**config.mk**
```make
export PLATFORM = sky130hd
export DESIGN_NAME = lps_sequencer
export DESIGN_NICKNAME = d
export VERILOG_FILES = /design/src/lps_sequencer.v
export VERILOG_INCLUDE_DIRS = /design/src
export SDC_FILE = /design/constraint.sdc
export NUM_CORES = 1
export LEC_CHECK = 0
export BUFFER_PORTS_ARGS = -buffer_cell sky130_fd_sc_hd__buf_2
export CORE_MARGIN = 2
export CORE_UTILIZATION = 48
export DETAILED_ROUTE_END_ITERATION = 12
export PLACE_DENSITY = 0.76
export SYNTH_ARGS = -nofsm -noshare
export SYNTH_HDL_FRONTEND = slang
export SYNTH_SLANG_ARGS = --single-unit
```
**constraint.sdc**
```tcl
create_clock -name sys_clk -period 2.7 [get_ports sys_clk]
set_input_delay 0.54 -clock sys_clk [delete_from_list [all_inputs] [get_ports sys_clk]]
set_output_delay 0.54 -clock sys_clk [all_outputs]
set_load 0.03 [all_outputs]
```
**src/lps_consts.vh**
```
// Constants for the low-power mode sequencer
// Notes on behaviour
// - Standby instruction from active enters standby
// - Peripherals keep running in standby
// - Interrupt leaves standby, resumes next instruction
// - Asynchronous reset ends every mode
// - Stop instruction, watch-select clear, enters stop
// - Sub oscillator stop bit applies in stop
// - Stop exit restarts at zero, sets RAM flag
// - Stop-cancel ignored outside stop mode
// - CPU context not kept across stop
// - Stop instruction, watch-select set, enters watch
// - Timer A or ext irq0 leaves watch
// - Watch wake takes settle or frame delay
// - Subactive runs on sub clock, no ADC
// - Sub divide bit changes only in active
// - Direct transfer from subactive to active
// - Direct-transfer flag only set in subactive
// - Frame length picked from three values
// - Slow-mode requests issued on frame strobe
// - Ext irq0 sampled once per frame
// - Low-power instruction with blocked irq is nop
// - Pins kept, tristated in stop, inputs gated
// - Serial interrupt suppressed in watch mode
`ifndef LPS_CONSTS_VH
`define LPS_CONSTS_VH
`define LPS_A_CTRL 12'h000
`define LPS_A_STAT 12'h004
`define LPS_B_LOW_SPEED_ON_FLAG 0
`define LPS_B_WSEL 1
`define LPS_B_SDIV 2
`define LPS_B_DIRECT_TRANSFER_ON_FLAG 3
`define LPS_B_SOSC 4
`define LPS_F_FSEL 6:5
`define LPS_CTRL_W 7
`define LPS_CTRL_RST 7'h00
`define LPS_B_RAM_ENABLE_FLAG 8
`define LPS_ST_W 7
`define LPS_CLK_KHZ 20000
`define LPS_SETTLE_US 1000
`define LPS_FRAME0_US 500
`define LPS_FRAME1_US 2000
`define LPS_FRAME2_US 8000
`define LPS_US_PER_MS 1000
`define LPS_CNT_W 24
`endif

```
**src/lps_sequencer.v**
```verilog
// Low-power mode sequencer with APB register access
//
// Local design decisions: the placing of the registers and the APB register port.
`timescale 1ns/100ps
`include "lps_consts.vh"
module lps_sequencer #(
   parameter [23:0] SETTLE_CYC = (`LPS_SETTLE_US * `LPS_CLK_KHZ
      + `LPS_US_PER_MS - 1) / `LPS_US_PER_MS,
   parameter [23:0] FRAME0_CYC = (`LPS_FRAME0_US * `LPS_CLK_KHZ
      + `LPS_US_PER_MS - 1) / `LPS_US_PER_MS,
   parameter [23:0] FRAME1_CYC = (`LPS_FRAME1_US * `LPS_CLK_KHZ
      + `LPS_US_PER_MS - 1) / `LPS_US_PER_MS,
   parameter [23:0] FRAME2_CYC = (`LPS_FRAME2_US * `LPS_CLK_KHZ
      + `LPS_US_PER_MS - 1) / `LPS_US_PER_MS
) (
   input wire sys_clk,
   input wire arst_n,
   input wire psel,
   input wire penable,
   input wire pwrite,
   input wire [11:0] paddr,
   input wire [31:0] pwdata,
   output reg [31:0] prdata,
   output reg pready,
   output reg pslverr,
   input wire stop_instr,
   input wire standby_instr,
   input wire interrupt_enable_flag,
   input wire irq_pending,
   input wire timer_a_ovf,
   input wire ext_irq0_n,
   input wire stop_cancel_n,
   output wire [6:0] mode_state,
   output reg main_osc_en,
   output reg sub_osc_en,
   output reg cpu_clk_en,
   output reg periph_clk_en,
   output reg timer_a_clk_en,
   output reg adc_en,
   output reg serial_irq_en,
   output reg cpu_hold_reset,
   output reg pin_out_hiz,
   output reg pin_in_en,
   output reg restart_at_zero,
   output reg resume_next,
   output reg irq_service,
   output reg instr_nop,
   output reg ram_enable_flag,
   output reg sub_clock_divide_bit,
   output reg timer_a_irq_out,
   output reg ext_irq0_out,
   output reg frame_strobe
);
   localparam [6:0] S_ACT = 7'h01;
   localparam [6:0] S_STBY = 7'h02;
   localparam [6:0] S_STOP = 7'h04;
   localparam [6:0] S_WATCH = 7'h08;
   localparam [6:0] S_SUB = 7'h10;
   localparam [6:0] S_DTW = 7'h20;
   localparam [6:0] S_SETL = 7'h40;
   localparam [23:0] SET_LAST = SETTLE_CYC - 24'h000001;

   reg [6:0] st_r;
   reg [6:0] st_nxt;
   reg [`LPS_CTRL_W-1:0] ctrl_r;
   reg [`LPS_CNT_W-1:0] cnt_r;
   reg [`LPS_CNT_W-1:0] cnt_nxt;
   reg [`LPS_CNT_W-1:0] fcnt_r;
   reg [`LPS_CNT_W-1:0] flen;
   reg ta_pend_r;
   reg e0_s_r;
   reg e0_pend_r;
   reg e0_d_r;
   reg go_resume;
   reg go_restart;
   reg nop;

   wire low_speed_on_flag = ctrl_r[`LPS_B_LOW_SPEED_ON_FLAG];
   wire wsel = ctrl_r[`LPS_B_WSEL];
   wire direct_transfer_on_flag = ctrl_r[`LPS_B_DIRECT_TRANSFER_ON_FLAG];
   wire sosc = ctrl_r[`LPS_B_SOSC];
   wire lp_instr = stop_instr | standby_instr;
   wire blocked = ~interrupt_enable_flag & irq_pending;
   wire slow = (st_r == S_WATCH) | (st_r == S_SUB) | (st_r == S_DTW);
   wire fend = (fcnt_r == flen - 24'h000001);
   wire strobe = slow & fend;
   wire wake_ta = strobe & ta_pend_r;
   wire wake_e0 = strobe & e0_pend_r;
   wire done = (cnt_r == SET_LAST);
   wire acc = psel & penable & pready;
   wire wr_ctrl = acc & pwrite & (paddr == `LPS_A_CTRL);

   assign mode_state = st_r;

   // Values above two fall back to the longest frame
   always @* begin
      case (ctrl_r[`LPS_F_FSEL])
         2'h0: flen = FRAME0_CYC;
         2'h1: flen = FRAME1_CYC;
         default: flen = FRAME2_CYC;
      endcase
   end

   always @* begin
      st_nxt = st_r;
      go_resume = 1'b0;
      go_restart = 1'b0;
      nop = 1'b0;
      case (st_r)
         S_ACT: begin
            if (lp_instr & blocked) begin
               nop = 1'b1;
            end else if (standby_instr) begin
               st_nxt = S_STBY;
            end else if (stop_instr) begin
               st_nxt = wsel ? S_WATCH : S_STOP;
            end
         end
         S_STBY: begin
            if (irq_pending) begin
               st_nxt = S_ACT;
               go_resume = 1'b1;
            end
         end
         S_STOP: begin
            // Cancel pin is looked at only here
            if (~stop_cancel_n & done) begin
               st_nxt = S_ACT;
               go_restart = 1'b1;
            end
         end
         S_WATCH: begin
            if (wake_ta | wake_e0) begin
               if (low_speed_on_flag) begin
                  st_nxt = S_SUB;
                  go_resume = 1'b1;
               end else begin
                  st_nxt = S_SETL;
               end
            end
         end
         S_SUB: begin
            if (lp_instr & blocked) begin
               nop = 1'b1;
            end else if (lp_instr & ~low_speed_on_flag & direct_transfer_on_flag) begin
               st_nxt = S_DTW;
            end else if (lp_instr) begin
               st_nxt = S_WATCH;
            end
         end
         S_DTW: begin
            // Internal processing ends on the next frame strobe
            if (strobe) begin
               st_nxt = S_SETL;
            end
         end
         S_SETL: begin
            if (done) begin
               st_nxt = S_ACT;
               go_resume = 1'b1;
            end
         end
         default: begin
            st_nxt = S_ACT;
         end
      endcase
   end

   // One counter serves both cancel hold and oscillator settling
   always @* begin
      cnt_nxt = {`LPS_CNT_W{1'b0}};
      if ((st_r == S_STOP) & ~stop_cancel_n & ~done) begin
         cnt_nxt = cnt_r + 24'h000001;
      end else if ((st_r == S_SETL) & ~done) begin
         cnt_nxt = cnt_r + 24'h000001;
      end
   end

   always @(posedge sys_clk or negedge arst_n) begin
      if (!arst_n) begin
         st_r <= S_ACT;
         cnt_r <= {`LPS_CNT_W{1'b0}};
      end else begin
         st_r <= st_nxt;
         cnt_r <= cnt_nxt;
      end
   end

   // Frame timebase runs only in the slow modes
   always @(posedge sys_clk or negedge arst_n) begin
      if (!arst_n) begin
         fcnt_r <= {`LPS_CNT_W{1'b0}};
      end else if (!slow | fend) begin
         fcnt_r <= {`LPS_CNT_W{1'b0}};
      end else begin
         fcnt_r <= fcnt_r + 24'h000001;
      end
   end

   // New overflow beats the strobe clear so none is lost
   always @(posedge sys_clk or negedge arst_n) begin
      if (!arst_n) begin
         ta_pend_r <= 1'b0;
         e0_s_r <= 1'b1;
         e0_pend_r <= 1'b0;
         e0_d_r <= 1'b1;
      end else begin
         e0_d_r <= ext_irq0_n;
         if (!slow) begin
            ta_pend_r <= 1'b0;
            // Track the pin so a level already low is no edge
            e0_s_r <= ext_irq0_n;
            e0_pend_r <= 1'b0;
         end else begin
            ta_pend_r <= timer_a_ovf | (ta_pend_r & ~strobe);
            if (strobe) begin
               e0_s_r <= ext_irq0_n;
               e0_pend_r <= e0_s_r & ~ext_irq0_n;
            end
         end
      end
   end

   always @(posedge sys_clk or negedge arst_n) begin
      if (!arst_n) begin
         ctrl_r <= `LPS_CTRL_RST;
      end else begin
         if (wr_ctrl) begin
            ctrl_r[`LPS_B_LOW_SPEED_ON_FLAG] <= pwdata[`LPS_B_LOW_SPEED_ON_FLAG];
            ctrl_r[`LPS_B_WSEL] <= pwdata[`LPS_B_WSEL];
            ctrl_r[`LPS_B_SOSC] <= pwdata[`LPS_B_SOSC];
            ctrl_r[`LPS_F_FSEL] <= pwdata[`LPS_F_FSEL];
            if (st_r == S_ACT) begin
               ctrl_r[`LPS_B_SDIV] <= pwdata[`LPS_B_SDIV];
            end
         end
         if (st_r == S_ACT) begin
            ctrl_r[`LPS_B_DIRECT_TRANSFER_ON_FLAG] <= 1'b0;
         end else if (wr_ctrl & (st_r == S_SUB)) begin
            ctrl_r[`LPS_B_DIRECT_TRANSFER_ON_FLAG] <= pwdata[`LPS_B_DIRECT_TRANSFER_ON_FLAG];
         end
      end
   end

   // Zero-wait slave: ready in the first access cycle
   always @(posedge sys_clk or negedge arst_n) begin
      if (!arst_n) begin
         pready <= 1'b0;
         pslverr <= 1'b0;
         prdata <= 32'h00000000;
      end else begin
         pready <= psel & ~penable;
         pslverr <= 1'b0;
         prdata <= 32'h00000000;
         if (psel & ~penable) begin
            if (paddr == `LPS_A_CTRL) begin
               prdata[`LPS_CTRL_W-1:0] <= ctrl_r;
            end else if (paddr == `LPS_A_STAT) begin
               prdata[`LPS_ST_W-1:0] <= st_r;
               prdata[`LPS_B_RAM_ENABLE_FLAG] <= ram_enable_flag;
            end else begin
               pslverr <= 1'b1;
            end
         end
      end
   end

   always @(posedge sys_clk or negedge arst_n) begin
      if (!arst_n) begin
         ram_enable_flag <= 1'b0;
      end else if (go_restart) begin
         ram_enable_flag <= 1'b1;
      end
   end

   always @(posedge sys_clk or negedge arst_n) begin
      if (!arst_n) begin
         main_osc_en <= 1'b1;
         sub_osc_en <= 1'b1;
         cpu_clk_en <= 1'b1;
         periph_clk_en <= 1'b1;
         timer_a_clk_en <= 1'b1;
         adc_en <= 1'b1;
         serial_irq_en <= 1'b1;
         cpu_hold_reset <= 1'b0;
         pin_out_hiz <= 1'b0;
         pin_in_en <= 1'b1;
         restart_at_zero <= 1'b0;
         resume_next <= 1'b0;
         irq_service <= 1'b0;
         instr_nop <= 1'b0;
         sub_clock_divide_bit <= 1'b0;
         timer_a_irq_out <= 1'b0;
         ext_irq0_out <= 1'b0;
         frame_strobe <= 1'b0;
      end else begin
         main_osc_en <= (st_nxt == S_ACT) | (st_nxt == S_STBY)
            | (st_nxt == S_SETL);
         sub_osc_en <= ~((st_nxt == S_STOP) & sosc);
         cpu_clk_en <= (st_nxt == S_ACT) | (st_nxt == S_SUB);
         periph_clk_en <= (st_nxt == S_ACT) | (st_nxt == S_STBY)
            | (st_nxt == S_SUB);
         timer_a_clk_en <= (st_nxt != S_STOP);
         adc_en <= (st_nxt == S_ACT) | (st_nxt == S_STBY);
         serial_irq_en <= (st_nxt != S_WATCH)
            & (st_nxt != S_STOP);
         // Context registers are not kept, the core sits in reset
         cpu_hold_reset <= (st_nxt == S_STOP);
         pin_out_hiz <= (st_nxt == S_STOP);
         pin_in_en <= (st_nxt == S_ACT) | (st_nxt == S_SUB);
         restart_at_zero <= go_restart;
         resume_next <= go_resume;
         irq_service <= go_resume & interrupt_enable_flag;
         instr_nop <= nop;
         sub_clock_divide_bit <= ctrl_r[`LPS_B_SDIV];
         frame_strobe <= strobe;
         if (slow) begin
            timer_a_irq_out <= wake_ta;
            ext_irq0_out <= wake_e0;
         end else begin
            timer_a_irq_out <= timer_a_ovf & (st_r != S_STOP);
            ext_irq0_out <= e0_d_r & ~ext_irq0_n & (st_r != S_STOP);
         end
      end
   end
endmodule // lps_sequencer

```
=== Word-level counts from Yosys, hierarchy flattened ===
Index checks and enable logic that the tools add are counted.

* Add/subtract/negate cells: 3
* Shift operators: 0
* Div/mod/pow operators: 0
* Muxes and demuxes: 45
* Multiply operators: 0
* Order comparisons: 0
* Bitwise operators: 43
* Equality and inequality tests: 20
* Reduce and logical (&&, ||, !) cells: 6

{| class="wikitable"
|+ Operators by type and width
! cell !! count
|-
| $mux W7 || 15
|-
| $mux W24 || 3
|-
| $pmux W7 S7 || 1
|-
| $add A24 B1 Y24 const B || 2
|-
| $pmux W18 S2 || 1
|-
| $and A1 B1 Y1 || 25
|-
| $eq A24 B15 Y1 const B || 1
|-
| $eq A24 B24 Y1 || 1
|-
| $sub A24 B1 Y24 const B || 1
|-
| $mux W1 || 23
|-
| $eq A7 B1 Y1 const B || 2
|-
| $eq A7 B2 Y1 const B || 2
|-
| $eq A7 B3 Y1 const B || 2
|-
| $eq A7 B5 Y1 const B || 2
|-
| $eq A7 B7 Y1 const B || 2
|-
| $ne A7 B3 Y1 const B || 2
|-
| $eq A12 B3 Y1 const B || 1
|-
| $logic_not A12 Y1 || 1
|-
| $or A1 B1 Y1 || 10
|-
| $not A1 Y1 || 8
|-
| $eq A7 B4 Y1 const B || 1
|-
| $eq A7 B6 Y1 const B || 1
|-
| $ne A7 B4 Y1 const B || 1
|-
| $mux W4 || 1
|-
| 8 further kinds || 8
|}

* ROM bits: 0
* Bits in writable memories: 0
* Memories kept: 0
* Bits in latches: 0
* Output and inout port bits: 60
* Word-level logic and storage cells: 147
* Bits in registers: 93

=== Longest topological paths before layout ===
Gate-level depths: netlist of run 1.

* Depth in word-level cells: 12
* Mapped depth: 11

=== Worst setup path before layout of run 1 ===
No wires, ideal clock.

* Path type: reg-to-reg
* From: register ctrl_r[6]
* To: register e0_s_r
* Data arrival time: 2.449 ns
* Path buffers: 2
* Setup time: 0.082 ns
* Setup slack: 0.169 ns
* Clock period less this slack: 2.531 ns
* Cell stages (with the launch flop): 11
* Cells stage by stage: dfrtp_1 > or2_2 > ha_1 > xnor2_1 > nor4_1 > o2111ai_2 > or2_1 > buf_6 > nand2b_2 > buf_6 > mux2_4

* Cells in the longest elaborated chain, start to end: 6
* Elaborated cells on any way between the ends: 7

{| class="wikitable"
|+ RTL lines
! what !! line !! source
|-
| start: declaration || lps_sequencer.v:65 || <nowiki>reg [`LPS_CTRL_W-1:0] ctrl_r;</nowiki>
|-
| start signal: assignment || lps_sequencer.v:226 || <nowiki>ctrl_r <= `LPS_CTRL_RST;</nowiki>
|-
| start signal: indexed assignment || lps_sequencer.v:229 || <nowiki>ctrl_r[`LPS_B_LOW_SPEED_ON_FLAG] <= pwdata[`LPS_B_LOW_SPEED_ON_FLAG];</nowiki>
|-
| start signal: indexed assignment || lps_sequencer.v:230 || <nowiki>ctrl_r[`LPS_B_WSEL] <= pwdata[`LPS_B_WSEL];</nowiki>
|-
| $eq A2 B1 Y1 / $logic_not A2 Y1 (equally long branches) || lps_sequencer.v:97 || <nowiki>case (ctrl_r[`LPS_F_FSEL])</nowiki>
|-
| $pmux W18 S2 (*) || lps_sequencer.v:97 ||
|-
| $sub A24 B1 Y24 (*) || lps_sequencer.v:85 || <nowiki>wire fend = (fcnt_r == flen - 24'h000001);</nowiki>
|-
| $eq A24 B24 Y1 (*) || lps_sequencer.v:85 ||
|-
| $and A1 B1 Y1 (*) || lps_sequencer.v:86 || <nowiki>wire strobe = slow & fend;</nowiki>
|-
| $ne A2 B1 Y1 (no line) (*) || - ||
|-
| end signal: assignment || lps_sequencer.v:212 || <nowiki>e0_s_r <= ext_irq0_n;</nowiki>
|-
| end signal: assignment || lps_sequencer.v:217 || <nowiki>e0_s_r <= ext_irq0_n;</nowiki>
|-
| end: declaration || lps_sequencer.v:71 || <nowiki>reg e0_s_r;</nowiki>
|}

Every way passes the cells marked *; elsewhere a longest branch is shown, timed or not.
A chain may end at the register's enable or synchronous reset.

=== Worst setup path in the final report of run 1 ===
Same ends and word-level chain as after synthesis.

==> impl_results.md, run 1 <==
* Core Area at between 9000 and 10,000 sq um
* Peak supply drop at 0.0002453 V
* Worst r2r path cells at 8
* Number of vias per cell at ~5.1
* Synth Warn # at 0
* Clock-pin slew on the worst setup and hold paths at 0.09 ns
* Post-Route Skew at 0.01136 ns
* Drt first pass iters at 4
* Startpoint types: register
* Clock sink count at 93
* Vias in the first global route at 3,404
* Layout cells sized above 1 at 21.39%
* Post-route cell area at 5270 sq um
* Aggregate global routing overflow at 0
* Final wirelength at 9240 um
* Relative slew margins at around three fifths
* WP data arrival at 2.79 ns
* 1st-iter DRT viols at 172
* Placed Area at 5077 sq um
* Top cell type's share of synthesized area at 44.09%
* H-tree levels at 3
* Pwr/cell area at 589.2 nW/um^2
* Sum Neg Setup Slack at 0 ns
* Post-Syn Area at 4711 sq um
* Distinct cells, synth at 47
* Critical path depth in cells at 8
* Leak pwr at 2.418 nW
* CP cell instances: or2_2, ha_1, xnor2_1, nor4_2, o2111ai_2, or2_4, nand2b_2, mux2_4
* Initial antenna violation count at 0
* Power after layout at between 3 and 4 mW
* Final #Nets at 601
* Max Cap Viol at 0
* Period utilization at 92.40%
* #FFs+latches synth at between 90 and 100
* I/O Pins at ~120
* Syn avg cell area at roughly 9.9 sq um
* RSZ-0062 raised after global routing: no
* Via count at 3,485
* Fin. Hold Viols at 0
* Async SR Flop Fraction at 100.0%
* Starting density of the core at 48.87%
* P&R area growth vs syn at 11.87%
* Placed Cells at 664
* Req. time, crit path at 3.00 ns
* Avg WL per Cell at 13.59 um
* Number of buffers and inverters on the critical path at 0
* EDFF count, synth at 0
* Antenna viol nets, final at 0
* Die X at 103.1 um
* Worst hold path type: input port to async pin
* CP peak stage delay at approximately 0.44 ns
* Layout Cells excl Fill at between 600 and 700
* TritonCTS Buffers at 9
* Core Rows at 36
* Status: finished, final reports clean
* Port buffer count at 66
* Fmax at 0.4008 GHz
* Final setup violating endpoints at 0
* Worst-case clock buffer depth at 2
* Residual DRC at 0
* Area leader, netlist: dfrtp_1
* Die area at 10,620 sq um
* Hold bufs inserted after CTS at 0
* Total GRT Usage at 18.32%
* First-pass GRT wire length at around 15,000 um
* Fin. max-slew vios at 0
* CTS tree: yes
* Worst R2R Start: ctrl_r[6]
* Diodes inserted at 0
* Main area contributors after synthesis: dfrtp_1, nor2_1, dfstp_2, xor2_1, buf_4
* GP Congestion at about 0.87
* Synth Instances at 478
* Detail Placement HPWL at 6722 um
* Worst-Margin Slew at approximately 0.58 ns
* Largest net degree at the start of global routing at 48
* Top_reg_cell synth: dfrtp_1
* CP delay by family, top: simple AND/OR/NAND/NOR gates
* FILL cells at about 860
* Fin crit period at roughly 2.5 ns
* Worst setup EP type: register
* Critical Path Slowest Stage Cell: dfrtp_1
* Clk Latency, worst-skew pair at between 0.3 and 0.4 ns
* Start-to-end type of the worst setup path: register to register
* Height of the die at 103.1 um
* Critical Path Fanout Max at 10
* Sequential fraction of the synthesis area at between 40% and 50%
* Crit path from: ctrl_r[6]
* Clock Tree Root: clkbuf_8
kinds of logic after synthesis:
family	count (synthesis)	synth area share, %
simple gates	230	25.18
fa+ha+maj	3	0.7969
mux	17	3.878
flops	93	49.67
xor+xnor	48	8.924
other cells	1	0.07960
compound gates	30	4.143
buf+inv	56	7.331
cell type report:
class / instances / area, sq um / share of cell area, %
Sequential cell: 93 / 2340 / 44.40
Multi-Input combinational cell: 352 / 2121 / 40.24
Timing Repair Buffer: 73 / 410.4 / 7.787
Tap cell: 133 / 166.4 / 3.158
Clock buffer: 10 / 137.6 / 2.612
Inverter: 13 / 48.80 / 0.9259
Clock inverter: 6 / 46.29 / 0.8784
per-layer routing:
layer	vias to the layer above	track usage (%)	part of all wire [%]
met2	85	31.07	49
met5	-	0	0
met1	1691	22.42	44
met3	17	4.271	4.5
li1	1692	-	-
met4	0	7.794	2.1
registers in the layout, indices dropped and copies added (netlist names), 7 cells and up:
register / cells
mode_state: 7
prdata: 8
cnt_r: 24
ctrl_r: 7
fcnt_r: 24
worst paths after layout:
path                                        endpoint  slack [ns]
min in group sys_clk                          e0_d_r        0.29
worst min register to register  sub_clock_divide_bit        0.40
worst min-delay path                         pslverr        0.17
max in group asynchronous                  pin_in_en        1.86
worst max register to register                e0_s_r        0.21
worst max-delay path                          e0_s_r        0.21
power breakdown:
part	switching, mW	internal, mW
logic	0.457	0.206
registers	0.0723	1.50
clock network	0.504	0.366
total	1.03	2.07
per-stage QoR:
stage / hold WS, ns / util, % / worst slack (ns)
final: 0.1653 / 54.67 / 0.2053
after global routing: 0.2016 / 54.67 / 0.04666
after CTS: 0.1754 / 54.58 / 0.05697
after detailed placement: 0.3877 / 52.67 / 0.07224
after global placement: 0.3820 / 52.67 / 0.1079
after floorplan: 0.2444 / - / 0.1685
layout by cell type (no fill, tap or decap), types with 2 or more instances in the layout:
cell        instances
dfstp_2            10
clkinvlp_4          2
nor4b_1             3
and3_1             13
conb_1             24
mux2_2              6
nand2b_1           10
inv_6               2
nor4_1             10
o31ai_1             4
nor2b_1            10
a21oi_1             7
nor2_1             87
xor2_1             29
clkbuf_8           10
nand4_1            15
inv_1              13
buf_2              65
buf_4               6
nand3b_1            3
nand3_1            21
nand2_1            30
nor3_1              9
xnor2_1            19
o21ai_0            10
and4_1              4
o211ai_1            2
mux2i_1            10
ha_1                3
or2_2               3
nor3b_1             2
buf_12              2
dfrtp_1            83
what timing repair did:
action                     in CTS  in global routing
setup endpoints to repair       0                 30
gates resized for setup         0                  2
setup buffers                   0                  0
synth_stat cells (all sizes together), types with 2 or more instances:
cell type   n
buf        31
mux2i      10
and3       13
o21ai      10
and4        4
ha          3
xnor2      19
xor2       29
nand2      30
nor2       87
or2         4
nand4      15
nor4b       3
nor4       12
nand4b      2
dfrtp      83
clkbuf     12
o31ai       4
nor3b       2
a21oi       7
o211ai      2
mux2        7
inv        13
nor3        9
nor2b      10
dfstp      10
nand3b      3
nand3      21
nand2b     11
Note: power is estimated with default switching activity, not from simulation.
==> run 2, diff against run 1 <==
- RECOVER_POWER: default -> 100
==> run 2 against run 1 <==
Against the previous run:
- sequential share of layout area increased by 0.70 points
- first-iteration DRC count decreased by 12%
- critical path depth unchanged
- clock power about the same
- sequential cell count unchanged
- register-to-register slack about the same
- highest routed layer unchanged
==> impl_results.md, run 2 (synthesis results as in run 1) <==
* Status: finished, final reports clean
* Fin crit period at 2.494 ns (-0.0007220 ns)
* Relative slew margins at 25.44% (-36 points)
* Fin util at 53.83% (-0.84 points)
* Total GRT Usage at 18.32% (unchanged)
* Number of vias per cell at 5.121 (about the same)
* Height of the die at 103.1 um (unchanged)
* Diodes inserted at 0 (unchanged)
* Most frequent cells in the layout: nor2_1, dfrtp_1, clkbuf_1, nand2_1, xor2_1
* Starting density of the core at 48.87% (unchanged)
* Final setup violating endpoints at 0 (unchanged)
* Via count at 3,482 (-0.086%)
* Avg WL per Cell at 13.58 um (about the same)
* Initial antenna violation count at 0 (unchanged)
* Fin. Hold Viols at 0 (unchanged)
* Sum Neg Setup Slack at 0 ns (unchanged)
* Sw frac at 33.59% (+0.32 points)
* Switching Power at 1.032 mW (-0.11%)
* Aggregate global routing overflow at 0 (unchanged)
* Clock sink count at 93 (unchanged)
* CP cell instances: or2_2, ha_1, xnor2_1, nor4_2, o2111ai_1, or2_4, nand2b_2, mux2_4
* Worst-Margin Slew at 1.118 ns (+0.5361 ns)
* Drt first pass iters at 6 (+2)
* Peak supply drop at 0.0002359 V (-3.8%)
* Leak pwr at 2.270 nW (-6.1%)
* First-pass GRT wire length at 15,190 um (unchanged)
* I/O Pins at 116 (unchanged)
* 1st-iter DRT viols at 152 (-12%)
* Pwr/cell area at 592.1 nW/um^2 (+0.49%)
* Clock Tree Root: clkbuf_8
* Layout cells sized above 1 at 13.71% (-7.7 points)
* Period utilization at 92.37% (about the same)
* Antenna viol nets, final at 0 (unchanged)
* Vias in the first global route at 3,404 (unchanged)
* Power share of the sequential group at 51.2% (+0.5 points)
* Detail Placement HPWL at 6722 um (unchanged)
* Comb power frac at 20.6% (-0.7 points)
* Startpoint types: register
* Core Area at 9639 sq um (unchanged)
* Number of buffers and inverters on the critical path at 0 (unchanged)
* Worst-case clock buffer depth at 2 (unchanged)
* Worst hold path type: input port to register
* Critical Path Slowest Stage Cell: dfrtp_1
* Port buffer count at 66 (unchanged)
* Clock share of power at 28.2% (+0.2 points)
* H-tree levels at 3 (unchanged)
* TritonCTS Buffers at 9 (unchanged)
* Largest net degree at the start of global routing at 48 (unchanged)
* Final wirelength at 9237 um (about the same)
* Final #Nets at 601 (unchanged)
* WP data arrival at 2.79 ns (about the same)
* Pint at 2.040 mW (-1.5%)
* Residual DRC at 0 (unchanged)
* Power after layout at 3.072 mW (-1.1%)
* Die area at 10,620 sq um (unchanged)
* CTS tree: yes
* CP delay by family, top: simple AND/OR/NAND/NOR gates
* Setup ws final at 0.2060 ns (+0.0007220 ns)
* Clk Latency, worst-skew pair at 0.37 ns (about the same)
* Largest registers: cnt_r (24), fcnt_r (24), prdata (8)
* Post-Route Skew at 0.01241 ns (+0.001045 ns)
* Req. time, crit path at 3.00 ns (about the same)
* Max Cap Viol at 0 (unchanged)
* GP Congestion at 0.8713 (unchanged)
* Die X at 103.1 um (unchanged)
* Clock-pin slew on the worst setup and hold paths at 0.10 ns (about the same)
* Worst setup EP type: register
* Critical Path Fanout Max at 10 (unchanged)
* Start-to-end type of the worst setup path: register to register
* CP peak stage delay at 0.44 ns (about the same)
* Fin. max-slew vios at 0 (unchanged)
* Fmax at 0.4010 GHz (about the same)
* Leading cell type in the layout, fill and taps excluded: nor2_1
* P&R area growth vs syn at 10.15%
* RSZ-0062 raised after global routing: no
* Dpl ws at 0.07224 ns (unchanged)
* Core Rows at 36 (unchanged)
-- run 2: changes by cell type in the layout (fill, tap and decap cells not counted), sizes merged --
cell / before / now
buf: 73 / 30
clkbuf: 10 / 53
-- run 2: power by group through the flow --
| stage | Clock [mW] | Combinational (mW) | Sequential, mW |
|---|---|---|---|
| 5_1_grt | 0.943 | 0.702 | 1.59 |
| 2_1_floorplan | 0 | 0.392 | 1.71 |
| 6_report | 0.866 | 0.633 | 1.57 |
| 3_5_place_dp | 0 | 0.667 | 1.60 |
| 4_1_cts | 0.888 | 0.668 | 1.57 |
| 3_3_place_gp | 0 | 0.658 | 1.60 |
-- run 2: what timing repair did --
item,CTS,global route
buffers inserted,0,0
setup endpoints to repair,0,30
hold buffers,0,0
gates resized for setup,0,2
-- run 2: path summary, 6_finish.rpt --
path                            start              endpoint  slack, ns  cells after the start
hold reg to reg             ctrl_r[2]  sub_clock_divide_bit       0.40                      0
max in group asynchronous      arst_n            fcnt_r[17]       0.93                      2
hold / removal             ext_irq0_n                e0_d_r       0.29                      1
setup reg to reg            ctrl_r[6]                e0_s_r       0.21                      8
min in group asynchronous      arst_n               pslverr       0.37                      1
setup / recovery            ctrl_r[6]                e0_s_r       0.21                      8
-- run 2: metal layers --
layer	up-vias	global-route usage (%)	share of wire (%)
met5	-	0	0
met4	0	7.794	2.0
met1	1677	22.42	45
li1	1694	-	-
met2	94	31.07	48
met3	17	4.271	4.6
-- run 2: area by class of cell --
cell class	instances	area, sq um
Tap cell	133	166.4
Fill cell	890	4451
Timing Repair Buffer	73	335.3
Clock buffer	10	137.6
Inverter	13	48.80
Sequential cell	93	2340
Multi-Input combinational cell	352	2115
Clock inverter	6	46.29
-- run 2: stage by stage --
stage	instances	hold WS, ns	instance area [sq um]
global placement	664	0.3820	5077
floorplan	501	0.2444	4797
global route	680	0.2748	5189
finish	680	0.2874	5189
CTS	680	0.1754	5261
detailed placement	664	0.3877	5077
==> run 3, diff against run 2 <==
- CORE_MARGIN: 2 -> default
==> run 3 against run 2 <==
Against the previous run:
- non-clock buffer count stayed put
- total power rose by 2.6%
- cell area hardly changed
- die area decreased by 3.8%
- critical path type unchanged
- setup slack worse by 0.054 ns
- register-to-register slack got worse by 0.05 ns
- utilization grew 1.5 points
- worst hold slack better by 0.011 ns
- final cell count decreased by 0.59%
- sequential cell count did not move
- wire length fell by 1.3%
==> impl_results.md, run 3 (synthesis results as in run 1) <==
* Status: finished, final reports clean
* RR Endpoint: fcnt_r[19]
* Aggregate global routing overflow at 0 (unchanged)
* TritonCTS Buffers at 9 (unchanged)
* Req. time, crit path at 2.95 ns (-0.05 ns)
* Leak pwr at 2.270 nW (about the same)
* Fin. Hold Viols at 0 (unchanged)
* Sum Neg Setup Slack at 0 ns (unchanged)
* Power share of the sequential group at 49.9% (-1.3 points)
* Clock Tree Root: clkbuf_8
* Dpl ws at 0.08206 ns (+0.009819 ns)
* RSZ-0062 raised after global routing: no
* Residual DRC at 0 (unchanged)
* Peak supply drop at 0.0003279 V (+39%)
* Leading cell type in the layout, fill and taps excluded: nor2_1
* Hold path start: ext_irq0_n
* Comb power frac at 19.9% (-0.7 points)
* Vias in the first global route at 3,377 (-0.79%)
* Number of vias per cell at 5.216 (+1.9%)
* 1st-iter DRT viols at 138 (-9.2%)
* Fin crit period at 2.548 ns (+0.05427 ns)
* Via count at 3,526 (+1.3%)
* Startpoint types: register
* Placed Cells at 660 (-0.60%)
* Clock-pin slew on the worst setup and hold paths at 0.09 ns (about the same)
* Sw frac at 32.55% (-1.0 points)
* Max Cap Viol at 0 (unchanged)
* Setup ws final at 0.1517 ns (-0.05428 ns)
* First-pass GRT wire length at 15,520 um (+2.1%)
* Core Area at 9371 sq um (-2.8%)
* GP Congestion at 0.8096 (-7.1%)
* Diodes inserted at 0 (unchanged)
* Detail Placement HPWL at 6475 um (-3.7%)
* Most frequent cells in the layout: nor2_1, dfrtp_1, clkbuf_1, nand2_1, xor2_1
* Die area at 10,210 sq um (-3.8%)
* Setup Buffers After CTS at 0 (unchanged)
* Worst hold path depth at 1 (unchanged)
* Post-Route Skew at 0.01053 ns (-0.001881 ns)
* Total GRT Usage at 19.56% (+1.2 points)
* Drt first pass iters at 4 (-2)
* I/O Pins at 116 (unchanged)
* Core Rows at 35 (-2.8%)
* Final #Nets at 601 (unchanged)
* Worst r2r path cells at 9 (+1)
* Final setup violating endpoints at 0 (unchanged)
* Period utilization at 94.38% (+2.0 points)
* Clk Latency, worst-skew pair at 0.36 ns (about the same)
* Worst-case clock buffer depth at 2 (unchanged)
* Initial antenna violation count at 0 (unchanged)
* Reg-to-reg slack, setup at 0.15 ns (-0.05 ns)
* Relative slew margins at 19.41% (-6.0 points)
* CTS tree: yes
* Pwr/cell area at 607.8 nW/um^2 (+2.7%)
* Die X at 101.1 um (-1.9%)
* Antenna viol nets, final at 0 (unchanged)
* Start-to-end type of the worst setup path: register to register
* Layout cells sized above 1 at 13.53% (-0.18 points)
* Worst R2R Start: ctrl_r[6]
* Crit path from: ctrl_r[6]
* Worst hold path type: input port to register
* Avg WL per Cell at 13.48 um (-0.74%)
* Hold bufs inserted after CTS at 0 (unchanged)
* Largest net degree at the start of global routing at 53 (+10%)
* Clock sink count at 93 (unchanged)
* WHS Endpoint: e0_d_r
* Worst setup EP type: register
* Pint at 2.126 mW (+4.2%)
* Switching Power at 1.026 mW (-0.55%)
* Height of the die at 101.1 um (-1.9%)
* Fmax at 0.3924 GHz (-2.1%)
* Port buffer count at 66 (unchanged)
* H-tree levels at 3 (unchanged)
* WP data arrival at 2.80 ns (about the same)
* Power after layout at 3.152 mW (+2.6%)
* Largest registers: cnt_r (24), fcnt_r (24), prdata (8)
* Clock share of power at 30.1% (+1.9 points)
* Worst-Margin Slew at 1.209 ns (+0.09044 ns)
* Critical Path Fanout Max at 12 (+2)
* Fin. max-slew vios at 0 (unchanged)
* Final wirelength at 9115 um (-1.3%)
* Layout Cells excl Fill at 676 (-0.59%)
* FILL cells at 847 (-4.8%)
* Starting density of the core at 50.27% (+1.4 points)
* P&R area growth vs syn at 10.09% (about the same)
run 3: area by class of cell:
class / count / area, sq um / area share [%]
timing repair buffer: 73 / 324.1 / 6.249
clock inverter: 5 / 60.06 / 1.158
inverter: 13 / 48.80 / 0.9409
tap: 129 / 161.4 / 3.112
clock buffer: 11 / 141.4 / 2.726
sequential: 93 / 2340 / 45.11
multi-input combinational: 352 / 2111 / 40.70
run 3: power groups by stage:
stage / combinational, mW / sequential (mW) / clock, mW
2_1_floorplan: 0.392 / 1.71 / 0
3_3_place_gp: 0.654 / 1.60 / 0
3_5_place_dp: 0.664 / 1.60 / 0
4_1_cts: 0.665 / 1.57 / 0.976
5_1_grt: 0.696 / 1.59 / 1.03
6_report: 0.628 / 1.57 / 0.950
run 3: through the flow:
step / hold WS [ns] / cell area [sq um] / utilization (%)
floorplan: 0.2444 / 4797 / -
CTS: 0.2087 / 5261 / 56.14
detailed placement: 0.3947 / 5060 / 53.99
finish: 0.2984 / 5186 / 55.34
global placement: 0.3765 / 5060 / 53.99
global route: 0.2787 / 5186 / 55.34
run 3: worst max path at each step:
stage / endpoint / slack [ns]
after floorplan: e0_s_r / 0.17
after global placement: e0_s_r / 0.14
after detailed placement: fcnt_r[4] / 0.08
after global routing: fcnt_r[22] / 0.02
final: fcnt_r[19] / 0.15
after CTS: fcnt_r[9] / 0.06
run 3: what timing repair did:
item | in CTS | in global routing
endpoints found under the hold margin | 0 | 0
setup endpoints to repair | 0 | 26
gates resized for setup | 0 | 1
run 3: worst max-delay path, cell delays in order, from the launching register on:
cell and delay [ns]:
dfrtp_1 0.44, or2_2 0.36, ha_1 0.32, xnor2_1 0.12, nor4_1 0.30, o2111ai_2 0.19, or2_4 0.31, nand2b_2 0.10
clkbuf_4 0.22, nor2_1 0.07
run 3: metal layers:
metal	up-vias	GRT usage, %	part of all wire (%)
met5	-	0	0
met4	0	7.358	1.8
met3	14	4.508	5.9
met2	112	33.18	49
met1	1707	24.29	44
li1	1693	-	-
